## config.mk

```make
export PLATFORM = sky130hd
export DESIGN_NAME = xae_core
export DESIGN_NICKNAME = d
export VERILOG_FILES = /design/src/verilog/xae_pkg.sv /design/src/verilog/xae_core.sv /design/src/verilog/xae_xdata_decode.sv
export SDC_FILE = /design/constraint.sdc
export NUM_CORES = 1
export LEC_CHECK = 0
export ABC_AREA = 1
export BUFFER_PORTS_ARGS = -buffer_cell sky130_fd_sc_hd__buf_2
export CORE_MARGIN = 2
export CORE_UTILIZATION = 50
export CTS_CLUSTER_SIZE = 14
export DETAILED_ROUTE_END_ITERATION = 7
export GPL_TIMING_DRIVEN = 0
export PLACE_DENSITY = 0.85
export SYNTH_ARGS = -nofsm -noshare
export SYNTH_HDL_FRONTEND = slang
export SYNTH_HIERARCHICAL = 1
export SYNTH_SLANG_ARGS = --single-unit
```

## constraint.sdc

```tcl
create_clock -name clk_sys_i -period 8.5 [get_ports clk_sys_i]
set_input_delay 0.425 -clock clk_sys_i [delete_from_list [all_inputs] [get_ports clk_sys_i]]
set_output_delay 0.425 -clock clk_sys_i [all_outputs]
set_load 0.01 [all_outputs]
```

## src/verilog/xae_pkg.sv

```systemverilog
package xae_pkg;

  localparam int XAE_NPORT = 9;
  localparam logic [7:0] XAE_RST_BYTE = 8'h00;

  // pointer and extension registers in special function space
  localparam logic [7:0] XAE_SFR_DPL0 = 8'h82;
  localparam logic [7:0] XAE_SFR_DPH0 = 8'h83;
  localparam logic [7:0] XAE_SFR_DPL1 = 8'h84;
  localparam logic [7:0] XAE_SFR_DPH1 = 8'h85;
  localparam logic [7:0] XAE_SFR_PTR_CHOICE = 8'h86;
  localparam logic [7:0] XAE_SFR_PTR0_UPPER = 8'h93;
  localparam logic [7:0] XAE_SFR_PTR1_UPPER = 8'h95;
  localparam logic [7:0] XAE_SFR_IDX_UPPER = 8'hea;
  localparam logic [7:0] XAE_SFR_IDX_MIDDLE = 8'ha0;
  localparam int XAE_PTR_CHOICE_BIT = 0;

  // fast port registers, index 0..8 = ports 0..6, 12, 15
  localparam logic [XAE_NPORT-1:0][7:0] XAE_SFR_FPO = {8'hf8, 8'he8,
    8'hd8, 8'hc8, 8'hc0, 8'hb0, 8'h98, 8'h90, 8'h80};
  localparam logic [XAE_NPORT-1:0][7:0] XAE_SFR_FPL = {8'hf9, 8'he9,
    8'hd9, 8'hc9, 8'hc1, 8'hb1, 8'h99, 8'h91, 8'h89};
  localparam logic [XAE_NPORT-1:0][7:0] XAE_SFR_FPS = {8'hfa, 8'hf2,
    8'hda, 8'hca, 8'hc2, 8'hb2, 8'h9a, 8'ha2, 8'h8a};

  // external data regions, inclusive bounds
  localparam logic [23:0] XAE_SRAM_LO = 24'h000000;
  localparam logic [23:0] XAE_SRAM_HI = 24'h001fff;
  localparam logic [23:0] XAE_PORTS_LO = 24'h005000;
  localparam logic [23:0] XAE_PORTS_HI = 24'h0051ff;
  localparam logic [23:0] XAE_XMEMC_LO = 24'h005400;
  localparam logic [23:0] XAE_XMEMC_HI = 24'h0054ff;
  localparam logic [23:0] XAE_HUB_LO = 24'h007000;
  localparam logic [23:0] XAE_HUB_HI = 24'h007fff;
  localparam logic [23:0] XAE_NVM_LO = 24'h008000;
  localparam logic [23:0] XAE_NVM_HI = 24'h008fff;
  localparam logic [23:0] XAE_DIC_LO = 24'h010000;
  localparam logic [23:0] XAE_DIC_HI = 24'h01ffff;
  localparam logic [23:0] XAE_DBG_LO = 24'h050220;
  localparam logic [23:0] XAE_DBG_HI = 24'h0502f0;
  localparam logic [23:0] XAE_ECC_LO = 24'h080000;
  localparam logic [23:0] XAE_ECC_HI = 24'h081fff;
  localparam logic [23:0] XAE_EXT_LO = 24'h800000;
  localparam logic [23:0] XAE_EXT_HI = 24'hffffff;

  typedef enum logic [3:0] {
    XAE_RG_NONE, XAE_RG_SRAM, XAE_RG_PORTS, XAE_RG_XMEM_CTL,
    XAE_RG_HUB_CFG, XAE_RG_NVM, XAE_RG_DIC, XAE_RG_DBG, XAE_RG_ECC,
    XAE_RG_EXTMEM
  } xae_region_e;

  typedef enum logic [2:0] {
    XAE_OP_NONE, XAE_OP_XRD_DP, XAE_OP_XWR_DP, XAE_OP_XRD_RI,
    XAE_OP_XWR_RI, XAE_OP_CODE, XAE_OP_INC, XAE_OP_LOAD
  } xae_op_e;

  typedef struct packed {
    xae_op_e op;
    logic [7:0] ri;
    logic [7:0] acc;
    logic [15:0] imm;
    logic [7:0] wdata;
  } xae_cmd_s;

  typedef struct packed {
    logic rd;
    logic wr;
    logic [7:0] addr;
    logic [7:0] wdata;
  } xae_sfr_s;

  typedef struct packed {
    logic rd;
    logic wr;
    logic [23:0] addr;
    xae_region_e region;
    logic [7:0] wdata;
    logic hi_lane;
  } xae_xbus_s;

  function automatic logic xae_in(input logic [23:0] a,
                                  input logic [23:0] lo,
                                  input logic [23:0] hi);
    return (a >= lo) && (a <= hi);
  endfunction : xae_in

endpackage : xae_pkg

```

## src/verilog/xae_core.sv

```systemverilog
// Behaviour
// - pointer choice picks active data pointer
// - pointer moves take top byte from extension
// - indexed moves use top and middle bytes
// - extensions apply only to external moves
// - fast output register for nine ports
// - select one gives fast bit to pin
// - select zero gives hub bit to pin
// - pin level register read only
// - ports reachable via hub and special space
// - full address is twenty four bits
// - low region decodes to static RAM
// - top half goes to external memory
// - port control range decoded
// - memory interface control page decoded
// - nonvolatile data window decoded
// - interconnect configuration page decoded
// - error correction window decoded
// - hub configuration range decoded
// - debug window decoded only inside range
// - external memory eight or sixteen wide
`timescale 1ns/1ns
`default_nettype none
module xae_core
  import xae_pkg::*;
#(
  parameter int NPORT = XAE_NPORT
)
(
  // clock and reset
  input wire logic clk_sys_i,
  input wire logic reset_n_i,
  // special function register access from the core
  input wire xae_pkg::xae_sfr_s sfr_i,
  output var logic [7:0] sfr_rdata_o,
  // instruction commands from the core
  input wire xae_pkg::xae_cmd_s cmd_i,
  output var logic [15:0] code_addr_o,
  output var logic code_strobe_o,
  output var logic [15:0] ptr_o,
  // external data bus toward regions
  output var xae_pkg::xae_xbus_s xbus_o,
  input wire logic [7:0] xbus_rdata_i,
  input wire logic xmem_wide_i,
  output var logic [7:0] xdata_rdata_o,
  output var logic xdata_done_o,
  // port pins and hub-side output values
  input wire logic [NPORT-1:0][7:0] pin_level_i,
  input wire logic [NPORT-1:0][7:0] hub_port_output_value_i,
  output var logic [NPORT-1:0][7:0] pin_out_o
);
  import xae_pkg::*;

  logic data_pointer_select_reg;
  logic [1:0][15:0] data_pointer_reg;
  logic [1:0][7:0] pointer_upper_reg;
  logic [7:0] indexed_upper_reg;
  logic [7:0] indexed_middle_reg;
  logic [NPORT-1:0][7:0] fast_port_output_reg;
  logic [NPORT-1:0][7:0] fast_port_owner_reg;
  logic [NPORT-1:0][7:0] pin_meta_reg;
  logic [NPORT-1:0][7:0] pin_sync_reg;
  logic [7:0] sfr_rdata_next;
  logic [15:0] sel_ptr;
  logic [7:0] sel_upper;
  logic [23:0] xaddr_next;
  logic xrd_next;
  logic xwr_next;
  xae_region_e region;
  logic xbus_rd_reg, xbus_wr_reg, xbus_hi_reg;
  logic [23:0] xbus_addr_reg;
  logic [7:0] xbus_wdata_reg;

  assign sel_ptr = data_pointer_reg[data_pointer_select_reg];
  assign sel_upper = pointer_upper_reg[data_pointer_select_reg];

  // pins come from outside the clock domain
  always_ff @(posedge clk_sys_i)
  begin
    if (!reset_n_i)
    begin
      pin_meta_reg <= '0;
      pin_sync_reg <= '0;
    end
    else
    begin
      pin_meta_reg <= pin_level_i;
      pin_sync_reg <= pin_meta_reg;
    end
  end

  // pointer select and extension bytes
  always_ff @(posedge clk_sys_i)
  begin
    if (!reset_n_i)
    begin
      data_pointer_select_reg <= 1'b0;
      pointer_upper_reg <= {XAE_RST_BYTE, XAE_RST_BYTE};
      indexed_upper_reg <= XAE_RST_BYTE;
      indexed_middle_reg <= XAE_RST_BYTE;
    end
    else if (sfr_i.wr)
    begin
      unique case (sfr_i.addr)
        XAE_SFR_PTR_CHOICE:
          data_pointer_select_reg <= sfr_i.wdata[XAE_PTR_CHOICE_BIT];
        XAE_SFR_PTR0_UPPER: pointer_upper_reg[0] <= sfr_i.wdata;
        XAE_SFR_PTR1_UPPER: pointer_upper_reg[1] <= sfr_i.wdata;
        XAE_SFR_IDX_UPPER: indexed_upper_reg <= sfr_i.wdata;
        XAE_SFR_IDX_MIDDLE: indexed_middle_reg <= sfr_i.wdata;
        default: ;
      endcase
    end
  end

  // data pointers; an increment or load command wins over a same-cycle register write
  always_ff @(posedge clk_sys_i)
  begin
    if (!reset_n_i)
      data_pointer_reg <= '0;
    else if (cmd_i.op == XAE_OP_INC)
      data_pointer_reg[data_pointer_select_reg] <= sel_ptr + 16'h0001;
    else if (cmd_i.op == XAE_OP_LOAD)
      data_pointer_reg[data_pointer_select_reg] <= cmd_i.imm;
    else if (sfr_i.wr)
    begin
      unique case (sfr_i.addr)
        XAE_SFR_DPL0: data_pointer_reg[0][7:0] <= sfr_i.wdata;
        XAE_SFR_DPH0: data_pointer_reg[0][15:8] <= sfr_i.wdata;
        XAE_SFR_DPL1: data_pointer_reg[1][7:0] <= sfr_i.wdata;
        XAE_SFR_DPH1: data_pointer_reg[1][15:8] <= sfr_i.wdata;
        default: ;
      endcase
    end
  end

  // fast port registers; pin level addresses take no write
  always_ff @(posedge clk_sys_i)
  begin
    if (!reset_n_i)
    begin
      fast_port_output_reg <= '0;
      fast_port_owner_reg <= '0;
    end
    else if (sfr_i.wr)
    begin
      for (int p = 0; p < NPORT; p++)
      begin
        if (sfr_i.addr == XAE_SFR_FPO[p])
          fast_port_output_reg[p] <= sfr_i.wdata;
        if (sfr_i.addr == XAE_SFR_FPS[p])
          fast_port_owner_reg[p] <= sfr_i.wdata;
      end
    end
  end

  // register read mux, unmapped addresses read zero
  always_comb
  begin
    sfr_rdata_next = 8'h00;
    unique case (sfr_i.addr)
      XAE_SFR_DPL0: sfr_rdata_next = data_pointer_reg[0][7:0];
      XAE_SFR_DPH0: sfr_rdata_next = data_pointer_reg[0][15:8];
      XAE_SFR_DPL1: sfr_rdata_next = data_pointer_reg[1][7:0];
      XAE_SFR_DPH1: sfr_rdata_next = data_pointer_reg[1][15:8];
      XAE_SFR_PTR_CHOICE:
        sfr_rdata_next[XAE_PTR_CHOICE_BIT] = data_pointer_select_reg;
      XAE_SFR_PTR0_UPPER: sfr_rdata_next = pointer_upper_reg[0];
      XAE_SFR_PTR1_UPPER: sfr_rdata_next = pointer_upper_reg[1];
      XAE_SFR_IDX_UPPER: sfr_rdata_next = indexed_upper_reg;
      XAE_SFR_IDX_MIDDLE: sfr_rdata_next = indexed_middle_reg;
      default: ;
    endcase
    for (int p = 0; p < NPORT; p++)
    begin
      if (sfr_i.addr == XAE_SFR_FPO[p])
        sfr_rdata_next = fast_port_output_reg[p];
      if (sfr_i.addr == XAE_SFR_FPS[p])
        sfr_rdata_next = fast_port_owner_reg[p];
      if (sfr_i.addr == XAE_SFR_FPL[p])
        sfr_rdata_next = pin_sync_reg[p];
    end
  end

  always_ff @(posedge clk_sys_i)
  begin
    if (!reset_n_i)
      sfr_rdata_o <= 8'h00;
    else if (sfr_i.rd)
      sfr_rdata_o <= sfr_rdata_next;
  end

  // pin ownership per bit
  always_ff @(posedge clk_sys_i)
  begin
    if (!reset_n_i)
      pin_out_o <= '0;
    else
      for (int p = 0; p < NPORT; p++)
        pin_out_o[p] <= (fast_port_owner_reg[p] & fast_port_output_reg[p])
          | (~fast_port_owner_reg[p] & hub_port_output_value_i[p]);
  end

  // external move address forming
  always_comb
  begin
    xaddr_next = 24'h000000;
    xrd_next = 1'b0;
    xwr_next = 1'b0;
    unique case (cmd_i.op)
      XAE_OP_XRD_DP, XAE_OP_XWR_DP:
      begin
        xaddr_next = {sel_upper, sel_ptr};
        xrd_next = (cmd_i.op == XAE_OP_XRD_DP);
        xwr_next = (cmd_i.op == XAE_OP_XWR_DP);
      end
      XAE_OP_XRD_RI, XAE_OP_XWR_RI:
      begin
        xaddr_next = {indexed_upper_reg, indexed_middle_reg, cmd_i.ri};
        xrd_next = (cmd_i.op == XAE_OP_XRD_RI);
        xwr_next = (cmd_i.op == XAE_OP_XWR_RI);
      end
      default: ;
    endcase
  end

  xae_xdata_decode u_decode (
    .clk_sys_i(clk_sys_i),
    .reset_n_i(reset_n_i),
    .addr_i(xaddr_next),
    .region_o(region)
  );

  always_ff @(posedge clk_sys_i)
  begin
    if (!reset_n_i)
    begin
      xbus_rd_reg <= 1'b0;
      xbus_wr_reg <= 1'b0;
      xbus_addr_reg <= 24'h000000;
      xbus_wdata_reg <= 8'h00;
      xbus_hi_reg <= 1'b0;
    end
    else
    begin
      xbus_rd_reg <= xrd_next;
      xbus_wr_reg <= xwr_next;
      xbus_addr_reg <= xaddr_next;
      xbus_wdata_reg <= cmd_i.wdata;
      // only one memory type at a time, width chosen by strap input
      xbus_hi_reg <= xmem_wide_i & xaddr_next[0];
    end
  end

  // one driver for the whole struct; region is already registered
  assign xbus_o = '{rd: xbus_rd_reg, wr: xbus_wr_reg, addr: xbus_addr_reg,
    region: region, wdata: xbus_wdata_reg, hi_lane: xbus_hi_reg};

  // answer one cycle after the strobe; no target can stall it
  always_ff @(posedge clk_sys_i)
  begin
    if (!reset_n_i)
    begin
      xdata_done_o <= 1'b0;
      xdata_rdata_o <= 8'h00;
    end
    else
    begin
      xdata_done_o <= xbus_o.rd | xbus_o.wr;
      if (xbus_o.rd)
        xdata_rdata_o <= (region == XAE_RG_NONE) ? 8'h00 : xbus_rdata_i;
    end
  end

  // code reads ignore every extension byte
  always_ff @(posedge clk_sys_i)
  begin
    if (!reset_n_i)
    begin
      code_addr_o <= 16'h0000;
      code_strobe_o <= 1'b0;
      ptr_o <= 16'h0000;
    end
    else
    begin
      code_strobe_o <= (cmd_i.op == XAE_OP_CODE);
      if (cmd_i.op == XAE_OP_CODE)
        code_addr_o <= sel_ptr + {8'h00, cmd_i.acc};
      ptr_o <= sel_ptr;
    end
  end
endmodule : xae_core
`default_nettype wire

```

## src/verilog/xae_xdata_decode.sv

```systemverilog
`timescale 1ns/1ns
`default_nettype none
module xae_xdata_decode
  import xae_pkg::*;
(
  // clock and reset
  input wire logic clk_sys_i,
  input wire logic reset_n_i,
  // address under decode
  input wire logic [23:0] addr_i,
  // registered region, aligned with the address register outside
  output var xae_pkg::xae_region_e region_o
);
  import xae_pkg::*;

  xae_region_e region_next;

  always_comb
  begin
    region_next = XAE_RG_NONE;
    if (xae_in(addr_i, XAE_SRAM_LO, XAE_SRAM_HI))
      region_next = XAE_RG_SRAM;
    else if (xae_in(addr_i, XAE_PORTS_LO, XAE_PORTS_HI))
      region_next = XAE_RG_PORTS;
    else if (xae_in(addr_i, XAE_XMEMC_LO, XAE_XMEMC_HI))
      region_next = XAE_RG_XMEM_CTL;
    else if (xae_in(addr_i, XAE_HUB_LO, XAE_HUB_HI))
      region_next = XAE_RG_HUB_CFG;
    else if (xae_in(addr_i, XAE_NVM_LO, XAE_NVM_HI))
      region_next = XAE_RG_NVM;
    else if (xae_in(addr_i, XAE_DIC_LO, XAE_DIC_HI))
      region_next = XAE_RG_DIC;
    else if (xae_in(addr_i, XAE_DBG_LO, XAE_DBG_HI))
      region_next = XAE_RG_DBG;
    else if (xae_in(addr_i, XAE_ECC_LO, XAE_ECC_HI))
      region_next = XAE_RG_ECC;
    else if (xae_in(addr_i, XAE_EXT_LO, XAE_EXT_HI))
      region_next = XAE_RG_EXTMEM;
  end

  always_ff @(posedge clk_sys_i)
  begin
    if (!reset_n_i)
      region_o <= XAE_RG_NONE;
    else
      region_o <= region_next;
  end

endmodule : xae_xdata_decode
`default_nettype wire
```

After elaboration in Yosys (flattened, before gate mapping)
Cells that the tools add are included.
Operators by class
  bitwise gates (word level): 39
  reductions and logical operators: 48
  $lt $le $gt $ge: 20
  equality and inequality tests: 43
  mux-type cells: 57
  add/subtract/negate cells: 2
Operator list (number)
  8-bit equality test, second input constant: 36
  8-bit two-way mux: 34
  8-bit bitwise AND: 18
  32-bit two-way mux: 3
  24-bit by 15-bit >= comparator with 1-bit output, second input constant: 3
  24-bit by 15-bit less-or-equal comparator with 1-bit output, second input constant: 3
  8-bit NOT: 9
  8-bit bitwise OR: 9
  32-bit bitwise mux: 2
  7-bit one-hot mux with 8 select lines: 1
  2-bit AND reduction: 27
  16-bit two-way mux: 3
  24-bit one-hot mux with 2 select lines: 1
  24-bit by 1-bit >= comparator with 1-bit output, second input constant: 1
  24-bit by 16-bit >= comparator with 1-bit output, second input constant: 1
  24-bit by 17-bit >= comparator with 1-bit output, second input constant: 1
  24-bit by 19-bit >= comparator with 1-bit output, second input constant: 1
  24-bit by 20-bit >= comparator with 1-bit output, second input constant: 1
  24-bit >= comparator, second input constant: 1
  24-bit by 13-bit less-or-equal comparator with 1-bit output, second input constant: 1
  24-bit by 16-bit less-or-equal comparator with 1-bit output, second input constant: 1
  24-bit by 17-bit less-or-equal comparator with 1-bit output, second input constant: 1
  24-bit by 19-bit less-or-equal comparator with 1-bit output, second input constant: 1
  24-bit by 20-bit less-or-equal comparator with 1-bit output, second input constant: 1
  24 further kinds: 49
Storage, ports and cells
  word-level logic and storage cells: 278
  bits of input ports: 216
  output and inout port bits: 161
  register bits after elaboration: 514

Longest topological paths before layout
  depth in word-level cells: 29
  mapped depth: 27
  gate-level depth less buffers: 27

Hierarchy
Netlist, hierarchy kept.
By module, submodules not included
  xae_core: area an instance 20636.0 µm², instances 1, cells an instance 2863
  xae_xdata_decode: area an instance 560.5 µm², instances 1, cells an instance 90

Worst setup path before layout
No wires, ideal clock.
  path kind: register to register
  start point: register data_pointer_select_reg
  end point: register code_addr_o[14]
  setup time: 115 ps
  arrival: 2687 ps
  path buffers: 1
  stages on the path, launching flop included: 20
  slack: 5698 ps
  required time: 8385 ps
  cell sequence: dfxtp_1 buf_2 nor2_1 inv_1 nand2_1 inv_1 ha_1 inv_1 fa_1 o21ai_0 a21oi_1 inv_1 a21oi_1 o21ai_0 nand2_1 inv_1 nand4_1 xor2_1 o21ai_0 inv_1
Between the ends
  cells in the longest elaborated chain, start to end: 3
Ends and longest elaborated chain
  start: declaration: RTL line xae_core.sv:54  | logic data_pointer_select_reg;
  start signal: assignment: RTL line xae_core.sv:106  | data_pointer_select_reg <= sfr_i.wdata[XAE_PTR_CHOICE_BIT];
  16-bit two-way mux (implied by the code) (2 in series): RTL line xae_core.sv:74  | assign sel_ptr = data_pointer_reg[data_pointer_select_reg];
  via sel_ptr[0]: RTL line xae_core.sv:64  | logic [15:0] sel_ptr;
  16-bit by 8-bit adder with 16-bit output: RTL line xae_core.sv:288  | code_addr_o <= sel_ptr + {8'h00, cmd_i.acc};
  end signal: assignment: RTL line xae_core.sv:288
  end: declaration: RTL line xae_core.sv:38  | output var logic [15:0] code_addr_o,
The timed path passes the listed nets, and every way through them passes these cells. The select of a mux whose other input is x is not followed.
A chain may end at the register's enable or synchronous reset.

Final worst setup path
  start point: register data_pointer_select_reg
  end point: register code_addr_o[15]
Same word-level chain as after synthesis.

==> impl_metrics.csv <==
group,metric,value,unit
run_status,outcome,"finished, final reports clean",
routing,wl_per_cell,19.0,µm
synthesis,synth_top_area_frac,0.485,
min_path,hold_class,"in2reg",
critical_path,cpPeakStageDelay,1.05,ns
synthesis,yosysTopAreaCell,"dfxtp_1",
synthesis,synth_edf_count,0,
synthesis,ys_warn_count,6,
placed_design,io_buffers,375,
die,die_x,210,µm
critical_path,crit_path_cell_trace,"clkbuf_1 -> o21ai_0 -> inv_1 -> ha_1 -> nand2_1 -> o21ai_0 -> a21oi_1 -> inv_1 -> nand2_1 -> a21oi_1 -> inv_1 -> nor2_1 -> nand2_1 -> xor2_1 -> o21ai_0 -> inv_1",
die,die_area,44100,µm²
synthesis,synth_flop_cell,"dfxtp_1",
timing,rsz0062_at_grt,"no",
cts,h-tree-depth,2,
routing,drt_wl_total,76500,µm
synthesis,synth_most_common_cell,"nand2_1",
die,initial_core_util,0.506,
cts,clk_path_buf_depth,3,
cts,cts_tree,"yes",
power,p_leak,12.4,nW
routing,vias,21998,
final_layout,finalNetCount,3664,
die,rows,75,
timing,finalClockSkew,0.0204,ns
critical_path,cp-start-kind,"register",
synthesis,synth_area,21200,µm²
grt,grt_start_max_net_pins,15,
critical_path,worst_setup_path_end_kind,"register",
final_layout,layout-drive-gt1-share,0.155,
critical_path,crit_slowest_cell,"o21ai_0",
cts,clk_latency,0.61,ns
critical_path,critPathMostFrequentCell,"inv_1",
final_layout,synthToLayoutAreaGrowth,23.2,%
final_layout,multi_input_area,8620,µm²
timing,slew_violations,0,
timing,period_needed,3.80,ns
synthesis,synth-async-reset-ratio,0,
final_layout,fin_util,0.624,
routing,dr.pass1.iters,6,
timing,finalSetupTns,0,ns
cts,post_cts_resized,0,
placed_design,detailed_place_hpwl,55000,µm
timing,slew_headroom,0.160,
timing,setup_violations,0,
synthesis,seq_area_frac_synth,0.485,
die,io_pins,377,
critical_path,cp_max_fo,10,
grt,grt_overflow,0,
synthesis,syn-num-nets,3179,
timing,max_freq,0.263,GHz
die,die_h,210,µm
timing,holdWs,0.0160,ns
cts,cts_buffers,52,
flow_run,cap_violations,0,
synthesis,synthTopCellsByCount,"nand2_1, dfxtp_1, inv_1",
power,ir_worst_vdd,0.000164,V
grt,antenna_found_initial,19,
cts,root_buffer,"clkbuf_16",
cts,cts.sinks,514,
critical_path,worstPathArrival,4.31,ns
power,total_power,5.35,mW
cts,clk_pin_slew,0.06,ns
final_layout,register_area,10300,µm²
placed_design,gp_congestion,1.01,
grt,grt_pass1_vias,20548,
power,powerDensity,205,nW/µm²
routing,vias_per_cell,5.46,
cts,postCtsSetupBuffers,0,
synthesis,ys_types,44,
synthesis,yosys_register_bits,514,
timing,min_period_over_period,0.448,
grt,grt_usage,0.336,
grt,grt_first_pass_wirelength,114000,µm
synthesis,synth.avg_cell_area,7.18,µm²
timing,hold_viol_final,0,
critical_path,crit_type,"reg2reg",
synthesis,syn_inst,2953,
cts,cts_hold_buf,56,
synthesis,yosys-top-cells-area,"dfxtp_1, nand2_1, inv_1",
routing,drtIter0Drc,2920,
routing,antenna_left,0,
timing,tightest_slew,1.25,ns
die,coreArea,41900,µm²
critical_path,worstPathRequired,9.00,ns
routing,route.detailed.drc,0,
final_layout,n_fill_cell,3680,
## where the power goes
part	total (mW)	switching, mW	internal (mW)
Clock	2.38	1.01	1.37
Combinational	0.459	0.304	0.155
Sequential	2.51	0.0292	2.48
Total	5.35	1.34	4.01
## layout make-up
cell class / instances / area share
tap: 539 / 0.0258
inverter: 461 / 0.0664
clock inverter: 26 / 0.0102
antenna: 14 / 0.00134
sequential: 514 / 0.394
clock buffer: 69 / 0.0577
multi-input combinational: 1839 / 0.330
timing repair buffer: 431 / 0.0933
buffer: 139 / 0.0211
## metrics by stage
stage	cells	worst slack (ns)	area, µm²
2_1_floorplan	2953	5.70	21200
3_3_place_gp	3867	4.82	23700
3_5_place_dp	3867	4.86	23700
4_1_cts	4018	4.78	26100
5_1_grt	4026	4.50	26100
6_report	4032	4.70	26100
## cells in the final DEF (no fill, tap or decap), types with 16 or more instances in the layout
| master | n |
|---|---|
| nor2_1 | 300 |
| nand4_1 | 41 |
| dfxtp_1 | 514 |
| a31oi_1 | 28 |
| o21ai_0 | 310 |
| a21oi_1 | 283 |
| dlygate4sd3_1 | 56 |
| clkbuf_1 | 134 |
| nand2_1 | 595 |
| buf_2 | 378 |
| xor2_1 | 23 |
| inv_1 | 449 |
| clkbuf_16 | 54 |
| o22ai_1 | 16 |
| nand3_1 | 132 |
## worst paths after layout
kind | start | to | slack [ns] | depth (start not counted)
max | data_pointer_select_reg | code_addr_o[15] | 4.70 | 16
min | pin_level_i[8] | pin_meta_reg[8] | 0.02 | 3
max reg2reg | data_pointer_select_reg | code_addr_o[15] | 4.70 | 16
min reg2reg | pin_meta_reg[56] | pin_sync_reg[56] | 0.39 | 2
## per-layer routing
| layer | wire length [µm] | GRT usage | vias up |
|---|---|---|---|
| li1 | - | - | 10351 |
| met1 | 28500 | 0.403 | 9897 |
| met2 | 34500 | 0.546 | 1423 |
| met3 | 8670 | 0.0869 | 313 |
| met4 | 4720 | 0.199 | 14 |
| met5 | 95 | 0 | - |
## critical path, delay by kind of cell (launching register included)
| kind | cells | cell delay, ns |
|---|---|---|
| adder cells (fa/ha/maj) | 1 | 0.42 |
| XOR/XNOR | 1 | 0.15 |
| flip-flops | 1 | 0.34 |
| AO/OA/AOI/OAI | 5 | 1.65 |
| AND/OR/NAND/NOR | 4 | 0.42 |
| buffers and inverters | 5 | 0.71 |
## logic make-up (layout without fill, tap and decap cells)
group	count (synthesis)	count (layout)	share of synthesized area
simple gates	1136	1136	0.227
compound gates	664	664	0.162
buf+inv	600	1126	0.108
flops	514	514	0.485
xor+xnor	26	26	0.0107
fa+ha+maj	10	10	0.00626
mux	3	3	0.00142
other cells	0	14	0
No activity file was read; power rests on OpenSTA's default activity.
